$ cat config.mk
export PLATFORM = sky130hd
export DESIGN_NAME = fmtx_serial_port
export DESIGN_NICKNAME = d
export VERILOG_FILES = /design/src/rtl/fmtx_serial_port.v /design/src/rtl/fmtx_sync.v /design/src/rtl/fmtx_tone_div.v
export VERILOG_INCLUDE_DIRS = /design/src /design/src/pkg
export SDC_FILE = /design/constraint.sdc
export NUM_CORES = 1
export LEC_CHECK = 0
export BUFFER_PORTS_ARGS = -buffer_cell sky130_fd_sc_hd__buf_2
export CELL_PAD_IN_SITES_DETAIL_PLACEMENT = 0
export CELL_PAD_IN_SITES_GLOBAL_PLACEMENT = 1
export CORE_MARGIN = 2
export CORE_UTILIZATION = 50
export CTS_CLUSTER_SIZE = 12
export DETAILED_ROUTE_END_ITERATION = 10
export GPL_TIMING_DRIVEN = 0
export PLACE_DENSITY_LB_ADDON = 0.1
export SLEW_MARGIN = 25
export SYNTH_ARGS = -nofsm -noshare
export SYNTH_HDL_FRONTEND = slang
export SYNTH_SLANG_ARGS = --single-unit
$ cat constraint.sdc
create_clock -name clock -period 3.7 [get_ports clock]
set_clock_uncertainty 0.1 [all_clocks]
set_input_delay 0.74 -clock clock [delete_from_list [all_inputs] [get_ports clock]]
set_output_delay 0.74 -clock clock [all_outputs]
set_load 0.05 [all_outputs]
$ cat src/pkg/fmtx_defs.vh
// constants for the fm transmitter serial control port
`ifndef FMTX_DEFS_VH
`define FMTX_DEFS_VH

// ==========================================================
// link addressing
`define FMTX_SLAVE_ADDR      7'h68
`define FMTX_DIR_WRITE       1'b0
`define FMTX_LAST_BYTE       3'h4
`define FMTX_BITS_PER_BYTE   4'h8

// ==========================================================
// control byte reset values
`define FMTX_BYTE1_RST       8'h7A
`define FMTX_BYTE2_RST       8'h8C
`define FMTX_BYTE3_RST       8'h3B
`define FMTX_BYTE4_RST       8'hA0

// ==========================================================
// control byte 2 field positions
`define FMTX_B2_DIV_HI       7
`define FMTX_B2_DIV_LO       5
`define FMTX_B2_TONE         4
`define FMTX_B2_STEREO       3
`define FMTX_B2_PILOT        2
`define FMTX_B2_SLEEP        1
`define FMTX_B2_SILENCE      0

// ==========================================================
// control byte 3 and 4 field positions
`define FMTX_B3_SPARE_HI     7
`define FMTX_B3_SPARE_LO     6
`define FMTX_B3_LEVEL_HI     5
`define FMTX_B3_LEVEL_LO     3
`define FMTX_B3_LOSS_HI      2
`define FMTX_B3_LOSS_LO      0
`define FMTX_B4_REF_HI       7
`define FMTX_B4_REF_LO       1
`define FMTX_B4_CHECK        0

// ==========================================================
// timing
`define FMTX_CLK_HZ          100000000
`define FMTX_OSC_HZ          76000
`define FMTX_OSC_CYCLES      (`FMTX_CLK_HZ / `FMTX_OSC_HZ)
// last count of the tick divider, 1315 clocks per 76 khz tick
`define FMTX_OSC_LAST        11'h522
`define FMTX_TONE_RATIO      4

`endif

$ cat src/rtl/fmtx_serial_port.v
// write-only two-wire control port of the fm transmitter
`include "fmtx_defs.vh"

module fmtx_serial_port (
	input  wire        clock,            // 100 mhz system clock
	input  wire        nrst,             // async reset, active low
	input  wire        sclPin,           // serial clock from master
	input  wire        sdaPin,           // serial data pin level
	output wire        sdaOut,           // serial data drive value
	output wire        sdaDriveN,        // low while acknowledging
	input  wire        dividerClearN,    // tone divider clear pin
	output wire [10:0] carrierDivider,   // carrier divider bits
	output wire        toneOutputEnable, // tone pin enable
	output wire        twoChannelSelect, // stereo when high
	output wire        guideToneEnable,  // pilot allowed when high
	output wire        sleepSelect,      // standby when high
	output wire        audioSilence,     // mute when high
	output wire [1:0]  sparePair,        // spare bits as written
	output wire [2:0]  carrierLevelCode, // carrier output level
	output wire [2:0]  audioLossCode,    // audio attenuation step
	output wire [6:0]  refDivider,       // reference divider bits
	output wire        counterCheck,     // counter check mode
	output wire        pilotActive,      // pilot in composite out
	output wire        pilotPhase,       // 19 khz pilot phase
	output wire        pilotRateSquare   // 19 khz square pin
);

	// ==========================================================
	// fsm states
	localparam [4:0] S_IDLE = 5'h01;
	localparam [4:0] S_RECV = 5'h02;
	localparam [4:0] S_ACK  = 5'h04;
	localparam [4:0] S_SKIP = 5'h08;
	localparam [4:0] S_HOLD = 5'h10;

	localparam [10:0] OSC_LAST = `FMTX_OSC_LAST;

	// ==========================================================
	// reset release
	reg rstMeta_ff;
	reg rstSync_ff;
	wire rstN;

	// the release is synchronised so no flop leaves reset a cycle late
	always @(posedge clock or negedge nrst) begin
		if (!nrst) begin
			rstMeta_ff <= 1'b0;
			rstSync_ff <= 1'b0;
		end else begin
			rstMeta_ff <= 1'b1;
			rstSync_ff <= rstMeta_ff;
		end
	end

	assign rstN = rstSync_ff;

	// ==========================================================
	// pin synchronisers
	wire [2:0] pinSync;
	wire       sclNow;
	wire       sdaNow;
	wire       clearNow;

	fmtx_sync #(
		.WIDTH   (3),
		.RST_VAL (1'b1)
	) uPinSync (
		.clock   (clock),
		.rstN    (rstN),
		.asyncIn ({dividerClearN, sdaPin, sclPin}),
		.syncOut (pinSync)
	);

	assign sclNow   = pinSync[0];
	assign sdaNow   = pinSync[1];
	assign clearNow = pinSync[2];

	// ==========================================================
	// link edge and condition detection
	reg  sclPrev_ff;
	reg  sdaPrev_ff;
	wire sclRise;
	wire sclFall;
	wire startCond;
	wire stopCond;

	always @(posedge clock or negedge rstN) begin
		if (!rstN) begin
			sclPrev_ff <= 1'b1;
			sdaPrev_ff <= 1'b1;
		end else begin
			sclPrev_ff <= sclNow;
			sdaPrev_ff <= sdaNow;
		end
	end

	assign sclRise   = sclNow & ~sclPrev_ff;
	assign sclFall   = ~sclNow & sclPrev_ff;
	// data edges while the clock stays high frame a transfer
	assign startCond = sclNow & sclPrev_ff & sdaPrev_ff & ~sdaNow;
	assign stopCond  = sclNow & sclPrev_ff & ~sdaPrev_ff & sdaNow;

	// ==========================================================
	// receive state
	reg [4:0] state_ff;
	reg [4:0] nxt_state;
	reg [7:0] shift_ff;
	reg [7:0] nxt_shift;
	reg [3:0] bitCnt_ff;
	reg [3:0] nxt_bitCnt;
	reg [2:0] byteIdx_ff;
	reg [2:0] nxt_byteIdx;
	reg       ackDrive_ff;
	reg       nxt_ackDrive;
	reg       commit;
	wire      byteDone;
	wire      addrMatch;
	wire      byteAccept;

	assign byteDone  = (bitCnt_ff == `FMTX_BITS_PER_BYTE);
	// reads are refused by leaving the address unacknowledged
	assign addrMatch = (shift_ff[7:1] == `FMTX_SLAVE_ADDR) &&
		(shift_ff[0] == `FMTX_DIR_WRITE);
	assign byteAccept = (byteIdx_ff == 3'h0) ? addrMatch :
		(byteIdx_ff <= `FMTX_LAST_BYTE);

	always @* begin
		nxt_state    = state_ff;
		nxt_shift    = shift_ff;
		nxt_bitCnt   = bitCnt_ff;
		nxt_byteIdx  = byteIdx_ff;
		nxt_ackDrive = ackDrive_ff;
		commit       = 1'b0;
		if (stopCond) begin
			nxt_state    = S_IDLE;
			nxt_ackDrive = 1'b0;
		end else if (startCond) begin
			nxt_state    = S_RECV;
			nxt_bitCnt   = 4'h0;
			nxt_byteIdx  = 3'h0;
			nxt_ackDrive = 1'b0;
		end else begin
			case (state_ff)
				S_IDLE: begin
					nxt_ackDrive = 1'b0;
				end
				S_RECV: begin
					if (sclRise && !byteDone) begin
						nxt_shift  = {shift_ff[6:0], sdaNow};
						nxt_bitCnt = bitCnt_ff + 4'h1;
					end else if (sclFall && byteDone) begin
						if (byteAccept) begin
							nxt_state    = S_ACK;
							nxt_ackDrive = 1'b1;
						end else begin
							nxt_state = S_SKIP;
						end
					end
				end
				S_ACK: begin
					if (sclFall) begin
						nxt_ackDrive = 1'b0;
						commit       = 1'b1;
						nxt_bitCnt   = 4'h0;
						if (byteIdx_ff == `FMTX_LAST_BYTE) begin
							nxt_state = S_HOLD;
						end else begin
							nxt_state   = S_RECV;
							nxt_byteIdx = byteIdx_ff + 3'h1;
						end
					end
				end
				S_SKIP: begin
					nxt_ackDrive = 1'b0;
				end
				S_HOLD: begin
					// extra bytes after the fourth are left unanswered
					nxt_ackDrive = 1'b0;
				end
				default: begin
					nxt_state    = S_IDLE;
					nxt_ackDrive = 1'b0;
				end
			endcase
		end
	end

	always @(posedge clock or negedge rstN) begin
		if (!rstN) begin
			state_ff    <= S_IDLE;
			shift_ff    <= 8'h00;
			bitCnt_ff   <= 4'h0;
			byteIdx_ff  <= 3'h0;
			ackDrive_ff <= 1'b0;
		end else begin
			state_ff    <= nxt_state;
			shift_ff    <= nxt_shift;
			bitCnt_ff   <= nxt_bitCnt;
			byteIdx_ff  <= nxt_byteIdx;
			ackDrive_ff <= nxt_ackDrive;
		end
	end

	// open-drain: only ever pulls low, never drives high
	assign sdaOut    = 1'b0;
	assign sdaDriveN = ~ackDrive_ff;

	// ==========================================================
	// control registers
	reg [7:0] byte1_ff;
	reg [7:0] byte2_ff;
	reg [7:0] byte3_ff;
	reg [7:0] byte4_ff;

	// a byte lands only once its acknowledge clock has ended
	always @(posedge clock or negedge rstN) begin
		if (!rstN) begin
			byte1_ff <= `FMTX_BYTE1_RST;
			byte2_ff <= `FMTX_BYTE2_RST;
			byte3_ff <= `FMTX_BYTE3_RST;
			byte4_ff <= `FMTX_BYTE4_RST;
		end else if (commit) begin
			case (byteIdx_ff)
				3'h1: begin
					byte1_ff <= shift_ff;
				end
				3'h2: begin
					byte2_ff <= shift_ff;
				end
				3'h3: begin
					byte3_ff <= shift_ff;
				end
				3'h4: begin
					byte4_ff <= shift_ff;
				end
				default: begin
					byte1_ff <= byte1_ff;
				end
			endcase
		end
	end

	// ==========================================================
	// field outputs
	assign carrierDivider = {byte1_ff,
		byte2_ff[`FMTX_B2_DIV_HI:`FMTX_B2_DIV_LO]};
	assign toneOutputEnable = byte2_ff[`FMTX_B2_TONE];
	assign twoChannelSelect = byte2_ff[`FMTX_B2_STEREO];
	assign guideToneEnable  = byte2_ff[`FMTX_B2_PILOT];
	assign sleepSelect      = byte2_ff[`FMTX_B2_SLEEP];
	assign audioSilence     = byte2_ff[`FMTX_B2_SILENCE];
	// spare bits are stored as written, never interpreted
	assign sparePair = byte3_ff[`FMTX_B3_SPARE_HI:`FMTX_B3_SPARE_LO];
	assign carrierLevelCode =
		byte3_ff[`FMTX_B3_LEVEL_HI:`FMTX_B3_LEVEL_LO];
	assign audioLossCode = byte3_ff[`FMTX_B3_LOSS_HI:`FMTX_B3_LOSS_LO];
	assign refDivider   = byte4_ff[`FMTX_B4_REF_HI:`FMTX_B4_REF_LO];
	assign counterCheck = byte4_ff[`FMTX_B4_CHECK];

	// ==========================================================
	// pilot generation
	reg        pilotActive_ff;
	reg [10:0] oscCnt_ff;
	reg        oscTick_ff;

	// mono, pilot removal or standby all keep the pilot out
	always @(posedge clock or negedge rstN) begin
		if (!rstN) begin
			pilotActive_ff <= 1'b0;
		end else begin
			pilotActive_ff <= twoChannelSelect & guideToneEnable &
				~sleepSelect;
		end
	end

	assign pilotActive = pilotActive_ff;

	// 76 khz tick stands in for the oscillator; it halts in standby
	always @(posedge clock or negedge rstN) begin
		if (!rstN) begin
			oscCnt_ff  <= 11'h000;
			oscTick_ff <= 1'b0;
		end else if (sleepSelect) begin
			oscCnt_ff  <= 11'h000;
			oscTick_ff <= 1'b0;
		end else if (oscCnt_ff == OSC_LAST) begin
			oscCnt_ff  <= 11'h000;
			oscTick_ff <= 1'b1;
		end else begin
			oscCnt_ff  <= oscCnt_ff + 11'h001;
			oscTick_ff <= 1'b0;
		end
	end

	fmtx_tone_div uToneDiv (
		.clock   (clock),
		.rstN    (rstN),
		.oscTick (oscTick_ff),
		.clearN  (clearNow),
		.enable  (toneOutputEnable),
		.square  (pilotRateSquare),
		.phase   (pilotPhase)
	);

endmodule

$ cat src/rtl/fmtx_sync.v
// two flip-flop synchroniser for pins from outside the clock domain
module fmtx_sync #(
	parameter       WIDTH   = 1,
	parameter       RST_VAL = 1'b1
) (
	input  wire             clock,   // system clock
	input  wire             rstN,    // async reset, active low
	input  wire [WIDTH-1:0] asyncIn, // raw pin levels
	output wire [WIDTH-1:0] syncOut  // levels in clock domain
);

	reg [WIDTH-1:0] stage1_ff;
	reg [WIDTH-1:0] stage2_ff;

	// first stage feeds only the second stage
	always @(posedge clock or negedge rstN) begin
		if (!rstN) begin
			stage1_ff <= {WIDTH{RST_VAL}};
			stage2_ff <= {WIDTH{RST_VAL}};
		end else begin
			stage1_ff <= asyncIn;
			stage2_ff <= stage1_ff;
		end
	end

	assign syncOut = stage2_ff;

endmodule

$ cat src/rtl/fmtx_tone_div.v
// divide-by-four from the 76 khz tick to the 19 khz square wave
`include "fmtx_defs.vh"

module fmtx_tone_div (
	input  wire clock,    // system clock
	input  wire rstN,     // async reset, active low
	input  wire oscTick,  // one-cycle pulse at 76 khz
	input  wire clearN,   // synchronised divider clear, active low
	input  wire enable,   // tone output enable
	output wire square,   // 19 khz square, low when disabled
	output wire phase     // internal 19 khz phase, shared with pilot
);

	reg [1:0] count_ff;
	reg       square_ff;

	// ==========================================================
	// divider with its own clear
	always @(posedge clock or negedge rstN) begin
		if (!rstN) begin
			count_ff <= 2'h0;
		end else if (!clearN) begin
			count_ff <= 2'h0;
		end else if (oscTick) begin
			count_ff <= count_ff + 2'h1;
		end
	end

	// ==========================================================
	// gated output register
	always @(posedge clock or negedge rstN) begin
		if (!rstN) begin
			square_ff <= 1'b0;
		end else begin
			square_ff <= enable & count_ff[1];
		end
	end

	assign square = square_ff;
	assign phase  = count_ff[1];

endmodule

==> impl_results.md <==
* Core area at 6681 sq um
* Combinational Power Share at between 2 and 3%
* Switching power at 365.8 uW
* TritonCTS clock tree: built
* Port Buffer Count at 40
* Htree depth at 3
* Max-Cap Viols at 0
* EDFF count, synth at 0
* First-pass GRT wire length at 10.27 mm
* Yosys reg bits at 79
* Rows at 30
* Fraction of registers with async set or reset after synthesis at 100.0%
* Worst-path fanout max at 9
* Syn nets at 276
* Met1 global-route usage at 26.84%
* Hold WS at 0.06750 ns
* Initial DRC Count at 92
* Final cycle utilization of the critical path at 60.96%
* Crit path from: state_ff[3]
* Fillers at 579
* DRT Wirelength at 5.971 mm
* Slowest stage delay, CP at 0.67 ns
* Area Growth Syn to Fin at 15.36%
* FF-to-FF path depth at 4
* Final Hold Viols at 0
* Setup TNS at 0 ns
* Dpl cells at 383
* Worst setup SP type: register
* Slew @ Worst Pin at 0.7131 ns
* Fmax at 443.3 MHz
* Leakage at ~1.9 nW
* WP depth at 4
* Cts hold-fix bufs at 0
* Met3 usage at 4.190%
* Half-perimeter wire length after placement at 4.107 mm
* Met2 Usage GRT at about 25%
* Post-synth top flop: dfrtp_1
* Launching point of the worst reg2reg path: state_ff[3]
* Die W at 86.34 um
* Vias in the first global route at approximately 2000
* Pint at 1.210 mW
* Layout Nets at 328
* Clock sink count at 79
* GR peak layer: met1
* I/O pin count at 42
* Drt wl/cell at around 15 um
* Pre-Repair DR Iteration Count at 4
* Overall Global Routing Usage at between 10% and 20%
* Root buffer cell: clkbuf_8
* Worst r2r dst: byte4_ff[6]
* Switching share of total power at 23.22%
* Crit-path leading delay family: simple AND/OR/NAND/NOR gates
* Count of pins over their slew limit at 0
* Synth Cell Area at 3390 sq um
* DRT antenna net count at 0
* Max VDD drop at 0.2384 mV
* Share of total power in sequential cells at 56.8%
* WP data required at 3.83 ns
* Clk buf depth at 2
* Starting Density at 50.73%
* Initial antenna violation count at 0
* Reg clk slew, reported paths at 0.08 ns
* Share of cells above drive strength 1 at a little over 40%
* Vias per Instance at 5.173
* Min Clock Period, post-route at 2.256 ns
* Clock share of power at 40.4%
* CTS Buf Count at 9
* Critical path arrival at about 2.4 ns
* Clk_lat worst skew at 0.35 ns
* Critical path cell sequence: or3_1 -> buf_6 -> nor4_4 -> mux2_2
* R2R setup slack at 1.44 ns
* Synth Instances at ~260
* Antenna cells at 0
* Finish-stage setup viols at 0
* Grt total ovfl at 0
* Yosys warning total at 0
* Reg area at between 2000 and 2500 sq um
* Routed via count at 2064
* Die area at 7454 sq um
* Worst setup EP type: register
* Slowest cell on crit path: nor4_4
* Area occupied by multi-input gates at 1315 sq um
* Post_cts resized at 0
* Post-CTS setup buffer count at 0
* Final Wtd Congestion at 0.7992
* Post-synth cell types at 41
* Die H at around 86 um
* Post-route DRC at 0
* Fin cells at 399
* Largest net degree at the start of global routing at 47
* Pwr Density at between 400 and 500 nW/um^2
* Slew HR at between 50 and 60%
* Synthesized area per cell at 12.94 sq um
* Critical path class: reg -> reg
* RSZ-0062 raised after global routing: false
* Outcome: complete, no violations
* Class of the worst hold path: in -> async
* Buffers & Inverters on Critical Path at 1
* Register area share after synthesis at slightly below 60%
* Worst Setup EP: byte4_ff[6]
power groups by stage:
stage	clock, mW	combinational, mW	sequential [mW]
2_1_floorplan	0	0.0292	0.911
5_1_grt	0.698	0.0502	0.899
6_report	0.636	0.0446	0.895
3_5_place_dp	0	0.0451	0.912
4_1_cts	0.658	0.0453	0.896
3_3_place_gp	0	0.0359	0.917
sequential cells by signal, indices dropped and copies added, names as in the netlist, 2 cells and up:
name / cells
bitCnt_ff: 4
byte1_ff: 8
byte2_ff: 8
byte3_ff: 8
byte4_ff: 8
byteIdx_ff: 3
oscCnt_ff: 11
shift_ff: 8
state_ff: 5
uPinSync.stage1_ff: 3
uPinSync.syncOut: 3
uToneDiv.count_ff: 2
cell usage in the layout (no fill, tap or decap), types with 8 or more instances in the layout:
master,Yosys,routed
dfrtp_1,55,54
mux2_2,40,40
buf_2,0,40
dfstp_2,24,24
nor2_1,21,21
nand2_1,12,12
inv_1,11,11
nand3_1,11,11
xor2_1,10,10
ha_1,9,9
clkbuf_8,0,9
a21oi_1,8,8
o21ai_0,8,8
worst min path at each step:
stage,slack (ns),to,cells after the start,startpoint
global route,0.05,rstN,1,nrst
floorplan,0.23,rstN,0,rstMeta_ff
finish,0.07,rstN,1,nrst
detailed placement,0.24,rstN,0,rstMeta_ff
global placement,0.24,rstN,0,rstMeta_ff
CTS,0.05,rstN,1,nrst
kinds of logic after synthesis:
kind of cell,synth area share (%)
DFF,59.21
other,0.2216
and+or+nand+nor,11.96
buffers and inverters,1.994
AOI/OAI and AO/OA,5.095
muxes,14.58
adders and majority gates,3.322
xor gates and xnor gates,3.617
cells in the mapped netlist, types with 3 or more instances:
cell type	instances	area (sq um)
dfrtp_1	55	1376
ha_1	9	112.6
nor2_1	21	78.83
nor2b_1	3	18.77
mux2_1	3	33.78
dfstp_2	24	630.6
xnor2_1	4	35.03
inv_1	11	41.29
xor2_1	10	87.58
nand3_1	11	55.05
nor3_1	3	15.01
a21oi_1	8	40.04
nand2_1	12	45.04
nand2b_1	4	25.02
mux2_2	40	450.4
o21ai_0	8	40.04
and2_1	3	18.77
area by class of cell:
cell class	count	area share (%)
buffer	4	0.6720
clock buffer	10	3.264
clock inverter	6	1.760
inverter	11	1.056
multi-input combinational	168	33.63
sequential	79	51.42
tap	80	2.560
timing repair buffer	41	5.632
metrics by stage:
stage          worst slack [ns]  util, %  cell area [sq um]  total power, mW
3_3_place_gp             0.3609    55.22               3690           0.9532
3_5_place_dp              1.459    55.58               3714           0.9573
4_1_cts                   1.438    58.52               3910            1.599
2_1_floorplan             1.279        -               3390           0.9399
5_1_grt                   1.249    58.52               3910            1.648
6_report                  1.444    58.52               3910            1.576
per-layer routing:
layer,up-vias,routed length (um)
li1,1012,-
met5,-,0
met2,40,2543
met1,1004,3090
met3,8,234
met4,0,102
Note: power is estimated with default switching activity, not from simulation.
